$ cat config.mk
export PLATFORM = sky130hd
export DESIGN_NAME = tsa_station_add
export DESIGN_NICKNAME = d
export VERILOG_FILES = /design/src/logic/tsa_pkg.sv /design/src/logic/tsa_tmr_if.sv /design/src/logic/tsa_station_add.sv /design/src/logic/tsa_ack_timer.sv /design/src/logic/tsa_ack_builder.sv
export SDC_FILE = /design/constraint.sdc
export NUM_CORES = 1
export LEC_CHECK = 0
export BUFFER_PORTS_ARGS = -buffer_cell sky130_fd_sc_hd__buf_2
export CAP_MARGIN = 5
export CORE_MARGIN = 2
export CORE_UTILIZATION = 55
export DETAILED_ROUTE_END_ITERATION = 10
export PLACE_DENSITY = 0.87
export SYNTH_ARGS = -nofsm -noshare
export SYNTH_HDL_FRONTEND = slang
export SYNTH_HIERARCHICAL = 1
export SYNTH_SLANG_ARGS = --single-unit
$ cat constraint.sdc
create_clock -name sys_clk_i -period 3.2 [get_ports sys_clk_i]
set_input_delay 0.32 -clock sys_clk_i [delete_from_list [all_inputs] [get_ports sys_clk_i]]
set_output_delay 0.32 -clock sys_clk_i [all_outputs]
set_load 0.05 [all_outputs]
$ cat src/logic/tsa_pkg.sv
// shared constants, types and helper functions of the station-addition block
package tsa_pkg;
  // clock and acknowledge-wait timebase
  localparam int unsigned CLK_PERIOD_NS = 5;
  localparam int unsigned TICK_NS = 1000;
  localparam int unsigned TICK_CYCLES = (TICK_NS + CLK_PERIOD_NS - 1) / CLK_PERIOD_NS;

  // register byte addresses
  localparam logic [7:0] REG_CTRL = 8'h00;
  localparam logic [7:0] REG_OWN = 8'h04;
  localparam logic [7:0] REG_NEXT = 8'h08;
  localparam logic [7:0] REG_STATUS = 8'h0C;
  localparam logic [7:0] REG_ACKWAIT = 8'h10;
  localparam logic [7:0] REG_POLL = 8'h14;
  localparam logic [7:0] REG_RESULT = 8'h18;

  // field positions
  localparam int unsigned CTRL_JOIN_BIT = 0;
  localparam int unsigned CTRL_RXONLY_BIT = 1;
  localparam int unsigned CTRL_RING_JOIN_REQUEST_BIT = 2;
  localparam int unsigned STAT_NACHG_BIT = 0;
  localparam int unsigned STAT_BUSY_BIT = 1;
  localparam int unsigned STAT_SCAN_BIT = 2;
  localparam int unsigned STAT_POLLPEND_BIT = 3;
  localparam int unsigned AC_JOIN_BIT = 0;
  localparam int unsigned AC_RXONLY_BIT = 1;
  localparam int unsigned AC_RING_JOIN_REQUEST_BIT = 2;

  // reset values
  localparam logic [2:0] CTRL_RST = 3'h0;
  localparam logic [7:0] OWN_RST = 8'h01;
  localparam logic [7:0] NEXT_RST = 8'h02;
  localparam logic [7:0] ACKWAIT_RST = 8'h0A;

  // station numbers and token control values
  localparam logic [7:0] ADDR_MIN = 8'h01;
  localparam logic [7:0] ADDR_MAX = 8'hFE;
  localparam logic [7:0] ADDR_GLOBAL = 8'hFF;
  localparam logic [7:0] TC_NONE = 8'h00;
  localparam logic [7:0] TC_ACK_REQ = 8'hFF;

  // poll outcome codes
  localparam logic [1:0] OUT_NONE = 2'h0;
  localparam logic [1:0] OUT_ACKED = 2'h1;
  localparam logic [1:0] OUT_TIMEOUT = 2'h2;

  typedef enum logic [1:0] {KIND_DATA, KIND_TOKEN, KIND_SCAN, KIND_ACK} tsa_kind_t;
  typedef enum logic [2:0] {
    ST_IDLE, ST_ACK_SEND, ST_POLL_SEND, ST_POLL_WAIT, ST_TOK_SEND, ST_TOK_WAIT
  } tsa_state_t;

  // circular step through usable station numbers
  function automatic logic [7:0] tsa_step(input logic [7:0] a);
    tsa_step = (a >= ADDR_MAX || a < ADDR_MIN) ? ADDR_MIN : a + 8'h01;
  endfunction : tsa_step

  function automatic logic tsa_valid_addr(input logic [7:0] a);
    tsa_valid_addr = (a >= ADDR_MIN) && (a <= ADDR_MAX);
  endfunction : tsa_valid_addr

  // frame destined to this station, optionally also by the global address
  function automatic logic tsa_for_me(input logic [7:0] da, input logic [7:0] own,
                                      input logic allow_global);
    tsa_for_me = (da == own) || (allow_global && da == ADDR_GLOBAL);
  endfunction : tsa_for_me
endpackage : tsa_pkg

$ cat src/logic/tsa_tmr_if.sv
// carrier between the control fsm and the acknowledge wait timer
`timescale 1ns/1ps
interface tsa_tmr_if;
  logic start;
  logic stop;
  logic [7:0] limit;
  logic expired;
  modport timer (input start, input stop, input limit, output expired);
  modport user (output start, output stop, output limit, input expired);
endinterface : tsa_tmr_if

$ cat src/logic/tsa_station_add.sv
// station-addition logic: ack-requested polls, join status replies, scan handling
//
// Strobed register access and the register offsets were chosen for this implementation.
`timescale 1ns/1ps
module tsa_station_add (
  // clock and reset
  input wire logic sys_clk_i,
  input wire logic resetn_i,
  // register port
  input wire logic [7:0] reg_addr_i,
  input wire logic [31:0] reg_wdata_i,
  input wire logic reg_wr_i,
  input wire logic reg_rd_i,
  output logic [31:0] reg_rdata_o,
  // received frames
  input wire logic rx_valid_i,
  input tsa_pkg::tsa_kind_t rx_kind_i,
  input wire logic [7:0] rx_da_i,
  input wire logic [7:0] rx_sa_i,
  input wire logic [7:0] rx_tc_i,
  input wire logic [7:0] rx_ac_i,
  // token hand-off request from the access logic
  input wire logic tok_pass_i,
  // transmit frames
  output logic tx_valid_o,
  output tsa_pkg::tsa_kind_t tx_kind_o,
  output logic [7:0] tx_da_o,
  output logic [7:0] tx_tc_o,
  output logic [7:0] tx_ac_o,
  input wire logic tx_ready_i,
  // frame status write-back and state
  output logic fs_wr_o,
  output logic [9:0] fs_code_o,
  output logic na_changed_o,
  output logic scan_mode_o
);
  import tsa_pkg::*;

  tsa_state_t state_reg, state_next;
  logic [2:0] ctrl_reg;
  logic [7:0] own_reg;
  logic [7:0] na_reg;
  logic [7:0] ackwait_reg;
  logic [7:0] poll_da_reg;
  logic [9:0] result_reg;
  logic poll_pend_reg, tok_pend_reg, ack_pend_reg;
  logic [7:0] ack_da_reg;
  logic try_reg, scan_reg, nachg_reg;
  logic tx_valid_reg;
  tsa_kind_t tx_kind_reg;
  logic [7:0] tx_da_reg, tx_tc_reg, tx_ac_reg;
  logic fs_wr_reg;
  logic [9:0] fs_code_reg;
  logic [31:0] rdata_reg;
  logic [7:0] ack_ac;

  logic wr_ctrl, wr_own, wr_next, wr_stat, wr_ackwait, wr_poll;
  logic tx_done, ack_req_in, scan_in, poll_hit, tok_hit, tok_fail, advance;

  tsa_tmr_if tmr_if ();

  tsa_ack_timer u_timer (
    .sys_clk_i(sys_clk_i),
    .resetn_i(resetn_i),
    .tmr(tmr_if.timer)
  );

  tsa_ack_builder u_builder (
    .join_i(ctrl_reg[CTRL_JOIN_BIT]),
    .rxonly_i(ctrl_reg[CTRL_RXONLY_BIT]),
    .ring_join_request_i(ctrl_reg[CTRL_RING_JOIN_REQUEST_BIT]),
    .ac_o(ack_ac)
  );

  // decode and event terms
  assign wr_ctrl = reg_wr_i && reg_addr_i == REG_CTRL;
  assign wr_own = reg_wr_i && reg_addr_i == REG_OWN;
  assign wr_next = reg_wr_i && reg_addr_i == REG_NEXT;
  assign wr_stat = reg_wr_i && reg_addr_i == REG_STATUS;
  assign wr_ackwait = reg_wr_i && reg_addr_i == REG_ACKWAIT;
  assign wr_poll = reg_wr_i && reg_addr_i == REG_POLL;
  assign tx_done = tx_valid_reg && tx_ready_i;
  assign ack_req_in = rx_valid_i && rx_kind_i == KIND_DATA && rx_tc_i == TC_ACK_REQ &&
                      tsa_for_me(rx_da_i, own_reg, 1'b0);
  assign scan_in = rx_valid_i && rx_kind_i == KIND_SCAN &&
                   tsa_for_me(rx_da_i, own_reg, 1'b1);
  assign poll_hit = state_reg == ST_POLL_WAIT && rx_valid_i && rx_kind_i == KIND_ACK &&
                    rx_sa_i == poll_da_reg && tsa_for_me(rx_da_i, own_reg, 1'b0);
  assign tok_hit = state_reg == ST_TOK_WAIT && rx_valid_i && rx_sa_i == na_reg;
  assign tok_fail = state_reg == ST_TOK_WAIT && tmr_if.expired && !tok_hit;
  // outside scan the same address gets a second chance; in scan each only one
  assign advance = tok_fail && (scan_reg || try_reg);

  assign tmr_if.start = tx_done && (state_reg == ST_POLL_SEND || state_reg == ST_TOK_SEND);
  assign tmr_if.stop = poll_hit || tok_hit;
  assign tmr_if.limit = ackwait_reg;

  assign reg_rdata_o = rdata_reg;
  assign tx_valid_o = tx_valid_reg;
  assign tx_kind_o = tx_kind_reg;
  assign tx_da_o = tx_da_reg;
  assign tx_tc_o = tx_tc_reg;
  assign tx_ac_o = tx_ac_reg;
  assign fs_wr_o = fs_wr_reg;
  assign fs_code_o = fs_code_reg;
  assign na_changed_o = nachg_reg;
  assign scan_mode_o = scan_reg;

  // control sequencer; replies come first so a poller is never starved
  always_comb begin
    state_next = state_reg;
    case (state_reg)
      ST_IDLE: begin
        if (ack_pend_reg) begin
          state_next = ST_ACK_SEND;
        end else if (tok_pend_reg) begin
          state_next = ST_TOK_SEND;
        end else if (poll_pend_reg) begin
          state_next = ST_POLL_SEND;
        end
      end
      ST_ACK_SEND: if (tx_done) state_next = ST_IDLE;
      ST_POLL_SEND: if (tx_done) state_next = ST_POLL_WAIT;
      ST_POLL_WAIT: if (poll_hit || tmr_if.expired) state_next = ST_IDLE;
      ST_TOK_SEND: if (tx_done) state_next = ST_TOK_WAIT;
      ST_TOK_WAIT: begin
        if (tok_hit) begin
          state_next = ST_IDLE;
        end else if (tmr_if.expired) begin
          state_next = ST_TOK_SEND;
        end
      end
      default: state_next = ST_IDLE;
    endcase
  end

  always_ff @(posedge sys_clk_i or negedge resetn_i) begin
    if (!resetn_i) begin
      state_reg <= ST_IDLE;
    end else begin
      state_reg <= state_next;
    end
  end

  // software control registers
  always_ff @(posedge sys_clk_i or negedge resetn_i) begin
    if (!resetn_i) begin
      ctrl_reg <= CTRL_RST;
      own_reg <= OWN_RST;
      ackwait_reg <= ACKWAIT_RST;
    end else begin
      if (wr_ctrl) ctrl_reg <= reg_wdata_i[2:0];
      if (wr_own && tsa_valid_addr(reg_wdata_i[7:0])) own_reg <= reg_wdata_i[7:0];
      if (wr_ackwait) ackwait_reg <= reg_wdata_i[7:0];
    end
  end

  // pending work; a new token request in the cycle it is taken stays pending, a new poll or reply request is lost
  always_ff @(posedge sys_clk_i or negedge resetn_i) begin
    if (!resetn_i) begin
      poll_pend_reg <= 1'b0;
      poll_da_reg <= ADDR_MIN;
      tok_pend_reg <= 1'b0;
      ack_pend_reg <= 1'b0;
      ack_da_reg <= ADDR_MIN;
    end else begin
      if (wr_poll && !poll_pend_reg && state_reg != ST_POLL_SEND &&
          state_reg != ST_POLL_WAIT) begin
        poll_pend_reg <= 1'b1;
        poll_da_reg <= reg_wdata_i[7:0];
      end else if (state_reg == ST_IDLE && state_next == ST_POLL_SEND) begin
        poll_pend_reg <= 1'b0;
      end
      if (tok_pass_i) begin
        tok_pend_reg <= 1'b1;
      end else if (state_reg == ST_IDLE && state_next == ST_TOK_SEND) begin
        tok_pend_reg <= 1'b0;
      end
      // one reply slot: a request arriving while another reply waits is lost
      if (ack_req_in && !ack_pend_reg) begin
        ack_pend_reg <= 1'b1;
        ack_da_reg <= rx_sa_i;
      end else if (state_reg == ST_IDLE && state_next == ST_ACK_SEND) begin
        ack_pend_reg <= 1'b0;
      end
    end
  end

  // next-station register and search state
  always_ff @(posedge sys_clk_i or negedge resetn_i) begin
    if (!resetn_i) begin
      na_reg <= NEXT_RST;
      scan_reg <= 1'b0;
      try_reg <= 1'b0;
    end else begin
      if (scan_in) begin
        na_reg <= tsa_step(own_reg);
        scan_reg <= 1'b1;
      end else if (advance) begin
        na_reg <= tsa_step(na_reg);
        scan_reg <= 1'b1;
      end else if (wr_next && tsa_valid_addr(reg_wdata_i[7:0])) begin
        na_reg <= reg_wdata_i[7:0];
      end
      // a scan arriving with the answer restarts the search, so it keeps scan mode
      if (tok_hit && !scan_in) scan_reg <= 1'b0;
      if (state_reg == ST_IDLE && state_next == ST_TOK_SEND) begin
        try_reg <= 1'b0;
      end else if (tok_fail) begin
        try_reg <= !(scan_reg || try_reg);
      end
    end
  end

  // sticky change notice; hardware set wins over software clear
  always_ff @(posedge sys_clk_i or negedge resetn_i) begin
    if (!resetn_i) begin
      nachg_reg <= 1'b0;
    end else if (scan_in || advance) begin
      nachg_reg <= 1'b1;
    end else if (wr_stat && reg_wdata_i[STAT_NACHG_BIT]) begin
      nachg_reg <= 1'b0;
    end
  end

  // transmit frame, loaded on entry to a send state and held until taken
  always_ff @(posedge sys_clk_i or negedge resetn_i) begin
    if (!resetn_i) begin
      tx_valid_reg <= 1'b0;
      tx_kind_reg <= KIND_DATA;
      tx_da_reg <= 8'h00;
      tx_tc_reg <= TC_NONE;
      tx_ac_reg <= 8'h00;
    end else if (tx_done) begin
      tx_valid_reg <= 1'b0;
    end else if (state_reg != state_next) begin
      case (state_next)
        ST_ACK_SEND: begin
          tx_valid_reg <= 1'b1;
          tx_kind_reg <= KIND_ACK;
          tx_da_reg <= ack_da_reg;
          tx_tc_reg <= TC_NONE;
          tx_ac_reg <= ack_ac;
        end
        ST_POLL_SEND: begin
          tx_valid_reg <= 1'b1;
          tx_kind_reg <= KIND_DATA;
          tx_da_reg <= poll_da_reg;
          tx_tc_reg <= TC_ACK_REQ;
          tx_ac_reg <= 8'h00;
        end
        ST_TOK_SEND: begin
          tx_valid_reg <= 1'b1;
          tx_kind_reg <= KIND_TOKEN;
          tx_da_reg <= advance ? tsa_step(na_reg) : na_reg;
          tx_tc_reg <= advance ? tsa_step(na_reg) : na_reg;
          tx_ac_reg <= 8'h00;
        end
        default: tx_valid_reg <= 1'b0;
      endcase
    end
  end

  // poll outcome written back once per attempt
  always_ff @(posedge sys_clk_i or negedge resetn_i) begin
    if (!resetn_i) begin
      fs_wr_reg <= 1'b0;
      fs_code_reg <= 10'h000;
      result_reg <= 10'h000;
    end else begin
      fs_wr_reg <= 1'b0;
      if (poll_hit) begin
        fs_wr_reg <= 1'b1;
        fs_code_reg <= {OUT_ACKED, rx_ac_i};
        result_reg <= {OUT_ACKED, rx_ac_i};
      end else if (state_reg == ST_POLL_WAIT && tmr_if.expired) begin
        fs_wr_reg <= 1'b1;
        fs_code_reg <= {OUT_TIMEOUT, 8'h00};
        result_reg <= {OUT_TIMEOUT, 8'h00};
      end
    end
  end

  // read data stand only in the cycle after the strobe
  always_ff @(posedge sys_clk_i or negedge resetn_i) begin
    if (!resetn_i) begin
      rdata_reg <= 32'h0000_0000;
    end else begin
      rdata_reg <= 32'h0000_0000;
      if (reg_rd_i) begin
        case (reg_addr_i)
          REG_CTRL: rdata_reg <= {29'h0000_0000, ctrl_reg};
          REG_OWN: rdata_reg <= {24'h00_0000, own_reg};
          REG_NEXT: rdata_reg <= {24'h00_0000, na_reg};
          REG_STATUS: rdata_reg <= {28'h000_0000, poll_pend_reg, scan_reg,
                                    state_reg != ST_IDLE, nachg_reg};
          REG_ACKWAIT: rdata_reg <= {24'h00_0000, ackwait_reg};
          REG_POLL: rdata_reg <= {24'h00_0000, poll_da_reg};
          REG_RESULT: rdata_reg <= {22'h00_0000, result_reg};
          default: rdata_reg <= 32'h0000_0000;
        endcase
      end
    end
  end
endmodule : tsa_station_add

$ cat src/logic/tsa_ack_timer.sv
// acknowledge wait timer counting in microsecond ticks
`timescale 1ns/1ps
module tsa_ack_timer (
  // clock and reset
  input wire logic sys_clk_i,
  input wire logic resetn_i,
  // control
  tsa_tmr_if.timer tmr
);
  import tsa_pkg::*;

  logic [7:0] div_reg;
  logic [7:0] cnt_reg;
  logic run_reg;
  logic exp_reg;
  logic tick;

  // divider restarts with each start so the first tick is a full period away
  assign tick = run_reg && (div_reg == 8'(TICK_CYCLES - 1));
  assign tmr.expired = exp_reg;

  always_ff @(posedge sys_clk_i or negedge resetn_i) begin
    if (!resetn_i) begin
      div_reg <= 8'h00;
    end else if (tmr.start || tick || !run_reg) begin
      div_reg <= 8'h00;
    end else begin
      div_reg <= div_reg + 8'h01;
    end
  end

  always_ff @(posedge sys_clk_i or negedge resetn_i) begin
    if (!resetn_i) begin
      cnt_reg <= 8'h00;
      run_reg <= 1'b0;
      exp_reg <= 1'b0;
    end else begin
      exp_reg <= 1'b0;
      if (tmr.start) begin
        // a zero limit still waits one tick
        cnt_reg <= (tmr.limit == 8'h00) ? 8'h01 : tmr.limit;
        run_reg <= 1'b1;
      end else if (tmr.stop) begin
        run_reg <= 1'b0;
      end else if (tick) begin
        cnt_reg <= cnt_reg - 8'h01;
        if (cnt_reg == 8'h01) begin
          run_reg <= 1'b0;
          exp_reg <= 1'b1;
        end
      end
    end
  end
endmodule : tsa_ack_timer

$ cat src/logic/tsa_ack_builder.sv
// builds the access-control byte carried by acknowledge replies
`timescale 1ns/1ps
module tsa_ack_builder (
  // control bits set by software
  input wire logic join_i,
  input wire logic rxonly_i,
  input wire logic ring_join_request_i,
  // reply byte
  output logic [7:0] ac_o
);
  import tsa_pkg::*;

  always_comb begin
    ac_o = 8'h00;
    ac_o[AC_JOIN_BIT] = join_i;
    ac_o[AC_RXONLY_BIT] = rxonly_i;
    ac_o[AC_RING_JOIN_REQUEST_BIT] = ring_join_request_i;
  end
endmodule : tsa_ack_builder

-- Yosys cells after proc, flatten, opt, wreduce, memory -nomap -nowiden
Index checks and enable logic that the tools add are counted.
- bits in registers: 140
- input bits: 81
- output and inout port bits: 72
- word-level logic and storage cells: 195
- add/subtract/negate cells: 4
- order comparisons: 6
- equality and inequality tests: 27
- multiplexer cells: 55
- bitwise gates (word level): 1
- reductions and logical operators: 77
- operator list (kind ; number):
    two-way mux 8 bit ; 11
    one-hot mux 10 bit (7 select lines) ; 1
    one-hot mux 8 bit (3 select lines) ; 2
    logical AND 1 bit ; 36
    two-way mux 10 bit ; 3
    two-way mux 3 bit ; 9
    two-way mux 1 bit ; 26
    adder 8 x 1 -> 8 bit, second input constant ; 3
    == test 8 x 5 -> 1 bit, second input constant ; 3
    == test 8 bit ; 3
    == test 8 bit, second input constant ; 3
    one-hot mux 3 bit (6 select lines) ; 1
    nonzero test 2 bit ; 9
    nonzero test 3 bit ; 6
    == test 8 x 4 -> 1 bit, second input constant ; 2
    >= comparator 8 bit, second input constant ; 2
    zero test 8 bit ; 2
    < comparator 8 x 1 -> 1 bit, second input constant ; 2
    one-hot mux 8 bit (2 select lines) ; 1
    logical OR 1 bit ; 10
    == test 3 x 2 -> 1 bit, second input constant ; 3
    == test 3 bit, second input constant ; 3
    == test 8 x 1 -> 1 bit, second input constant ; 1
    == test 8 x 3 -> 1 bit, second input constant ; 1
    other kinds (17) ; 27

-- Logic depth before layout (Yosys ltp)
Gate-level depths: netlist (run 1).
- word-level depth: 13
- depth in mapped cells: 11
- depth with buffers taken out: 9

-- Modules after synthesis
Netlist (run 1), hierarchy kept.
- by module, submodules not included (module ; times used ; cells each ; area each (µm²) ; seq. area each (µm²)):
    tsa_station_add ; 1 ; 583 ; 5881.9 ; 2509.9
    tsa_ack_timer ; 1 ; 95 ; 958.4 ; 450.4
    tsa_ack_builder ; 1 ; 9 ; 63.8 ; 0.0

-- Least setup slack after synthesis (run 1)
OpenSTA, ideal clock, no wires.
- kind: register to register
- from: register na_reg[1]
- to: register tx_da_reg[0] (netlist: tx_da_o[0])
- setup time: 0.125 ns
- arrival time: 2.593 ns
- required time: 3.075 ns
- setup slack: 0.482 ns
- stages on the path, launching flop included: 12
- path buffers: 4
- period minus slack after synthesis: 2.718 ns
- cells stage by stage: dfstp_2 > buf_6 > xnor2_2 > nand4_1 > or3_4 > a221o_1 > buf_6 > o31ai_4 > and4_4 > buf_12 > buf_12 > mux2_4
- longest elaborated chain between the ends: 7
- elaborated cells between the ends (all ways): 19
- classes of those cells: order compare: 2; eq/ne: 5; mux: 5; reduce/logical: 7
- RTL lines (what ; line ; text):
    start: declaration ; tsa_station_add.sv:42 ; logic [7:0] na_reg;
    start signal: assignment ; tsa_station_add.sv:197 ; na_reg <= tsa_step(own_reg);
    start signal: assignment ; tsa_station_add.sv:200 ; na_reg <= tsa_step(na_reg);
    start signal: assignment ; tsa_station_add.sv:203 ; na_reg <= reg_wdata_i[7:0];
    == test 8 bit ; tsa_station_add.sv:89 ; assign tok_hit = state_reg == ST_TOK_WAIT && rx_valid_i && rx_sa_i == na_reg;
    logical AND 1 bit ; tsa_station_add.sv:89 ;
    two-way mux 3 bit / zero test 1 bit (equally long branches) ; tsa_station_add.sv:127, tsa_station_add.sv:90 ;
    one-hot mux 3 bit (6 select lines) / logical AND 1 bit (equally long branches) ; tsa_station_add.sv:112, tsa_station_add.sv:90 ;
    == test 3 x 2 -> 1 bit (tied with other cells) ; tsa_station_add.sv:237 ; case (state_next)
    nonzero test 3 bit (no source line) / two-way mux 8 bit (equally long branches) ; n/a ;
    AND reduction 3 bit (no source line) / one-hot mux 8 bit (3 select lines) (equally long branches) ; n/a ;
    end signal: assignment ; tsa_station_add.sv:241 ; tx_da_reg <= ack_da_reg;
    end signal: assignment ; tsa_station_add.sv:248 ; tx_da_reg <= poll_da_reg;
    end signal: assignment ; tsa_station_add.sv:255 ; tx_da_reg <= advance ? tsa_step(na_reg) : na_reg;
    end: declaration ; tsa_station_add.sv:51 ; logic [7:0] tx_da_reg, tx_tc_reg, tx_ac_reg;
Parallel ways exist; a longest one is shown, timed or not.
A chain may end at the register's enable or synchronous reset.

-- Final worst setup path (run 1)
- from: register na_reg[0]
- to: register tx_tc_reg[2] (netlist: tx_tc_o[2])
- longest elaborated chain between the ends: 7
- elaborated cells between the ends (all ways): 20
- classes of those cells: add/sub: 1; order compare: 2; eq/ne: 5; mux: 5; reduce/logical: 7
- RTL lines (what ; line ; text):
    == test 8 bit ; tsa_station_add.sv:89 ;
    logical AND 1 bit ; tsa_station_add.sv:89 ;
    two-way mux 3 bit / zero test 1 bit (equally long branches) ; tsa_station_add.sv:127, tsa_station_add.sv:90 ;
    one-hot mux 3 bit (6 select lines) / logical AND 1 bit (equally long branches) ; tsa_station_add.sv:112, tsa_station_add.sv:90 ;
    == test 3 x 2 -> 1 bit (tied with other cells) ; tsa_station_add.sv:237 ;
    nonzero test 3 bit (no source line) / two-way mux 8 bit (equally long branches) ; n/a ;
    AND reduction 3 bit (no source line) / one-hot mux 8 bit (3 select lines) (equally long branches) ; n/a ;
    end signal: assignment ; tsa_station_add.sv:256 ; tx_tc_reg <= advance ? tsa_step(na_reg) : na_reg;
    end: declaration ; tsa_station_add.sv:51 ;
Parallel ways exist; a longest one is shown, timed or not.

==> summary.txt, run 1 <==
Clock network
  • CTS tree: yes
  • Post-CTS Repair Setup Buffers: 0
  • Clk slew on worst S/H paths: 60 ps
  • Post-CTS sizing: 0
  • Clock Tree Buf Depth: 2
  • Clk_lat worst skew: 420 ps
  • Root buffer cell: clkbuf_16
  • Inserted Clock Buffers: 17
  • CTS H-tree depth: 4
  • Clock sink count: 118
  • Hold buffer count at cts: 1

Timing
  • Clk_skew: 7.49 ps
  • Final setup viols: 0
  • FMAX: 345 MHz
  • Final Critical Period: 2900 ps
  • Slew Limit Fails: 0
  • Final period utilization: 0.907
  • Actual slew at the worst max-slew pin: 1110 ps
  • RSZ-0062 raised after global routing: false
  • Final Hold Fails: 0
  • Slew headroom: 0.254
  • Setup TNS: 0 ps

Setup path
  • Reg-to-Reg Start: na_reg[0]
  • Crit end category: flip-flop
  • FF-to-FF path depth: 9
  • Nature of the critical path startpoint: flip-flop
  • Setup CP Type: flip-flop to flip-flop
  • Flop2flop setup slack: 300 ps
  • Reg-to-Reg End: tx_tc_o[2]
  • Worst Path Required: 3510 ps
  • Arrival time worst endpoint: 3210 ps
  • Crit path max fanout: 8

Logic synthesis
  • Post-synth EDFFs: 0
  • Mean Syn Cell Area: 10.0 sq um
  • Synth area leader: dfrtp_1
  • Top post-synthesis cells by area: dfrtp_1, mux2_2, nand2_1
  • Yosys top cell area share: 0.406
  • Netlist cell types: 67
  • Cells after synthesis: 687
  • Number of synthesized register bits: 118
  • Synthesized area: 6900 sq um
  • Post-synth top flop: dfrtp_1
  • Post-synth ARST share: 1.00
  • Sequential fraction of the synthesis area: 0.429
  • Syn. warnings: 6

Global route
  • GRT Util Overall: 0.289
  • Antenna violations before repair: 0
  • Number of global-route vias before repair: 5702
  • Largest net degree at the start of global routing: 77
  • First-pass GRT wire length: 29600 um
  • Total gr overflow: 0

Detailed routing
  • Antenna viol nets, final: 0
  • Vias per cell: 6.15
  • Count of TritonRoute iterations in the first routing pass: 7
  • Total vias in the final route: 5993
  • Wire length per cell: 19.4 um
  • DR iter-0 viols: 870
  • Residual DRC: 0
  • Final WL: 18900 um

Hold path
  • Hold Path Class: input port to flip-flop
  • Hold depth: 3
  • Min-Delay Startpoint: rx_ac_i[1]
  • Min-Delay Endpoint: fs_code_o[1]

Place
  • Post-DP HPWL: 12800 um
  • Gpl congestion: 0.877
  • Port buffer count: 106

Layout
  • Most frequent cells in the layout: dfrtp_1, buf_2, nand2_1
  • Multi-input logic area: 3500 sq um
  • Fill count: 880
  • Final core utilization: 0.670
  • Antenna cells: 0
  • Sequential Area: 2960 sq um
  • Commonest non-fill, non-tap cell in the layout: dfrtp_1
  • Area Growth Syn to Fin: 17.5%
  • Final net count: 884
  • Share of layout cells above drive strength 1: 0.296

Floorplanning
  • DIE AREA: 13500 sq um
  • Chip height: 116 um
  • Initial Util: 0.570
  • Core Box Area: 12100 sq um
  • # rows: 40
  • Ports: 153
  • Die Wd: 116 um

Pwr
  • Power density cells: 670 nW/um^2
  • Leakage: 3.85 nW
  • VDD IR-drop max: 0.375 mV

Run status
  • Run status: completed

Flow run
  • Max cap viols: 0
## worst max-delay path by stage
| stage | to | slack (ps) | cells after the start | start |
|---|---|---|---|---|
| final | tx_tc_o[2] | 300 | 9 | na_reg[0] |
| after global routing | tx_da_o[4] | 90 | 7 | na_reg[0] |
| after CTS | tx_da_o[2] | 380 | 9 | na_reg[0] |
| after detailed placement | na_reg[4] | 430 | 9 | na_reg[0] |
| after global placement | na_reg[4] | 450 | 9 | na_reg[0] |
| after floorplan | tx_da_o[0] | 480 | 11 | na_reg[1] |
## cell usage after synthesis, types with 6 or more instances
| cell | n |
|---|---|
| dfrtp_1 | 112 |
| nand2_1 | 77 |
| mux2_2 | 44 |
| o21ai_0 | 43 |
| nor2_1 | 31 |
| buf_4 | 30 |
| a22oi_1 | 23 |
| inv_1 | 22 |
| xor2_1 | 22 |
| xnor2_1 | 19 |
| clkbuf_1 | 18 |
| nand3_1 | 17 |
| and3_1 | 14 |
| nor3_1 | 14 |
| a21oi_1 | 13 |
| nand4_1 | 13 |
| nor4_1 | 13 |
| mux2_4 | 11 |
| ha_1 | 9 |
| mux2i_1 | 9 |
| a222oi_1 | 7 |
| o31ai_1 | 7 |
| a31oi_1 | 6 |
| buf_2 | 6 |
| buf_6 | 6 |
| dfstp_2 | 6 |
## through the flow
step / worst slack (ps) / instance area [sq um] / power, W / hold WS (ps) / cells
2_1_floorplan: 482 / 7000 / 0.00305 / 24.4 / 712
3_3_place_gp: 447 / 7450 / 0.00330 / 348 / 942
3_5_place_dp: 426 / 7450 / 0.00333 / 350 / 942
4_1_cts: 375 / 8110 / 0.00542 / 100 / 975
5_1_grt: 91.9 / 8110 / 0.00565 / 118 / 975
6_report: 299 / 8110 / 0.00543 / 106 / 975
## report_power, final
group          internal, W  total, W  switching [W]
Clock              0.00138   0.00209       0.000704
Combinational     0.000506   0.00146       0.000957
Sequential         0.00169   0.00188       0.000188
Total              0.00358   0.00543        0.00185
## layout make-up
cell class                 instances  share of cell area
clock buffer                      21              0.0592
clock inverter                    11              0.0211
inverter                          22              0.0102
multi-input combinational        508               0.432
sequential                       118               0.365
tap                              168              0.0259
timing repair buffer             127              0.0870
## routing by layer
| metal | vias up | global-route usage | wire length [um] |
|---|---|---|---|
| met5 | - | 0 | 0 |
| met4 | 0 | 0.147 | 712 |
| met3 | 76 | 0.0617 | 1740 |
| met2 | 393 | 0.461 | 9060 |
| met1 | 2874 | 0.374 | 7370 |
| li1 | 2650 | - | - |
## cell families after synthesis
group	Yosys count	share of synthesized area
XOR/XNOR	45	0.0614
AND/OR/NAND/NOR	226	0.170
buffers and inverters	86	0.0779
adder cells (fa/ha/maj)	9	0.0163
multiplexers	64	0.109
other	2	0.00109
AO/OA/AOI/OAI	137	0.136
flip-flops	118	0.429
## worst max-delay path, cell delays in order, from the launching register on
cell	delay, ps
dfrtp_1	500
inv_1	180
ha_1	160
or4b_2	590
o22ai_2	320
o21ai_0	140
o21a_1	220
o211ai_1	320
nand2_1	90
mux2_2	270
Power figures use the tool's default switching activity.
==> inputs of run 2 (changes only) <==
==> constraint.sdc (replaced) <==
create_clock -name sys_clk_i -period 3.2 [get_ports sys_clk_i]
set_input_delay 0.48 -clock sys_clk_i [delete_from_list [all_inputs] [get_ports sys_clk_i]]
set_output_delay 0.48 -clock sys_clk_i [all_outputs]
set_load 0.05 [all_outputs]
==> run 2 against run 1 <==
Net effect:
- clock power hardly changed
- register-to-register slack worse by 60 ps
- hold slack better by 21 ps
- flip-flop and latch count stayed put
- clock skew is 1.8 ps higher
- cell count is 0.21% higher
- largest power group unchanged
- highest routed layer unchanged
==> summary.txt, run 2 (same netlist as run 1, synthesis figures left out) <==
Run status
  • Run status: completed

Place
  • Placed Cells: 945 (+0.32%)
  • Gpl congestion: 0.992 (+13%)
  • Post-DP HPWL: 13500 um (+5.0%)
  • Post-Place Worst Slack: 279 ps (-146 ps)
  • Port buffer count: 106 (unchanged)
  • Post-DP Area: 7460 sq um (+0.13%)

Flow run
  • Max cap viols: 0 (unchanged)

Timing
  • RSZ-0062 raised after global routing: false
  • Slew headroom: 0.231 (-0.0238)
  • FMAX: 337 MHz (-2.1%)
  • Worst setup margin: 236 ps (-63.3 ps)
  • Setup TNS: 0 ps (unchanged)
  • Final Hold Fails: 0 (unchanged)
  • Final period utilization: 0.926 (+0.0198)
  • Slew Limit Fails: 0 (unchanged)
  • Clk_skew: 9.28 ps (+1.79 ps)
  • Final Critical Period: 2960 ps (+63.3 ps)
  • Final setup viols: 0 (unchanged)
  • WHS: 127 ps (+20.8 ps)
  • Actual slew at the worst max-slew pin: 1150 ps (+35.4 ps)

Floorplanning
  • Die Wd: 116 um (unchanged)
  • Chip height: 116 um (unchanged)
  • # rows: 40 (unchanged)
  • Core Box Area: 12100 sq um (unchanged)
  • Ports: 153 (unchanged)
  • Initial Util: 0.570 (unchanged)
  • DIE AREA: 13500 sq um (unchanged)

Detailed routing
  • Final WL: 19100 um (+1.1%)
  • Vias per cell: 6.14 (-0.19%)
  • Met1 wire length: 7330 um (-0.54%)
  • Total vias in the final route: 5994 (+0.017%)
  • Routed length on met2: 9240 um (+2.0%)
  • Top sig layer: met4
  • Routed met3 length: 1660 um (-4.6%)
  • Residual DRC: 0 (unchanged)
  • Wire length per cell: 19.5 um (+0.91%)
  • DR iter-0 viols: 783 (-10%)
  • Count of TritonRoute iterations in the first routing pass: 6 (-1)
  • Antenna viol nets, final: 0 (unchanged)

Clock network
  • CTS H-tree depth: 4 (unchanged)
  • Post-CTS Repair Setup Buffers: 0 (unchanged)
  • Post-CTS sizing: 0 (unchanged)
  • Inserted Clock Buffers: 17 (unchanged)
  • Clock sink count: 118 (unchanged)
  • Clk_lat worst skew: 420 ps (about the same)
  • CTS tree: yes
  • Hold buffer count at cts: 0 (-1)
  • Root buffer cell: clkbuf_16
  • Clock Tree Buf Depth: 2 (unchanged)
  • Clk slew on worst S/H paths: 60 ps (about the same)

Pwr
  • Cell-internal power: 0.00363 W (+1.2%)
  • Power density cells: 674 nW/um^2 (+0.68%)
  • Net Sw Power: 0.00184 W (-0.22%)
  • VDD IR-drop max: 0.410 mV (+9.6%)
  • Clock Power Share: 0.385 (about the same)
  • Combinational share of power: 0.272 (+0.003)
  • Leakage: 3.86 nW (+0.41%)
  • Sw frac: 0.337 (-0.00325)
  • Sequential fraction of design power: 0.343 (-0.003)

Global route
  • Number of global-route vias before repair: 5698 (-0.070%)
  • First-pass GRT wire length: 29800 um (+0.44%)
  • GRT Util Overall: 0.292 (+0.00340)
  • Largest net degree at the start of global routing: 60 (-22%)
  • Total gr overflow: 0 (unchanged)
  • Antenna violations before repair: 0 (unchanged)

Setup path
  • Arrival time worst endpoint: 3320 ps (+110 ps)
  • Crit end category: flip-flop
  • Setup CP Type: flip-flop to flip-flop
  • Reg-to-Reg Start: na_reg[1]
  • Worst Path Required: 3550 ps (+40 ps)
  • Crit path from: na_reg[1]
  • Nature of the critical path startpoint: flip-flop
  • Crit path max fanout: 8 (unchanged)

Layout
  • Final net count: 886 (+0.23%)
  • Antenna cells: 0 (unchanged)
  • Share of layout cells above drive strength 1: 0.298 (+0.00174)
  • Finished Layout Cells: 977 (+0.21%)
  • Final instance area: 8120 sq um (about the same)
  • Most frequent cells in the layout: dfrtp_1, buf_2, nand2_1
  • Fill count: 885 (+0.57%)
  • Area Growth Syn to Fin: 17.5% (about the same)
  • Commonest non-fill, non-tap cell in the layout: dfrtp_1

Hold path
  • Hold Path Class: input port to async pin
-- run 2: per-layer routing --
layer / global-route usage / vias up
li1: - / 2663
met1: 0.369 / 2885
met4: 0.133 / 0
met3: 0.0685 / 86
met5: 0 / -
met2: 0.481 / 360
-- run 2: layout make-up --
class                           count  area, sq um  share of cell area
Clock inverter                     12          200              0.0247
Tap cell                          168          210              0.0259
Timing Repair Buffer              129          706              0.0870
Multi-Input combinational cell    508         3500               0.431
Clock buffer                       20          457              0.0563
Inverter                           22         82.6              0.0102
Sequential cell                   118         2960               0.365
-- run 2: power groups by stage --
stage	combinational [W]	sequential, W	clock (W)
floorplan	0.000845	0.00220	0
global placement	0.00143	0.00189	0
detailed placement	0.00147	0.00190	0
CTS	0.00148	0.00188	0.00211
global route	0.00160	0.00191	0.00219
finish	0.00149	0.00188	0.00211
-- run 2: worst max-delay path, stage by stage (launching register included) --
cell and delay (ps):
dfstp_2 580, xnor2_2 130, nand4_1 180, or3_4 400
a211oi_1 960, a22oi_1 290, o31ai_1 170, mux2_4 190
-- run 2: final timing paths --
kind	end	slack, ps	cells after the start
worst max-delay path	tx_da_o[0]	240	7
worst min-delay path	own_reg[7]	130	1
worst max register to register	tx_da_o[0]	240	7
worst min register to register	fs_code_o[8]	510	2
max in group asynchronous	na_reg[1]	2200	2
min in group sys_clk_i	fs_code_o[6]	260	3
-- run 2: metrics by stage --
stage / util / power (W)
6_report: 0.670 / 0.00547
3_3_place_gp: 0.616 / 0.00332
5_1_grt: 0.670 / 0.00570
4_1_cts: 0.670 / 0.00547
3_5_place_dp: 0.616 / 0.00336
2_1_floorplan: - / 0.00305
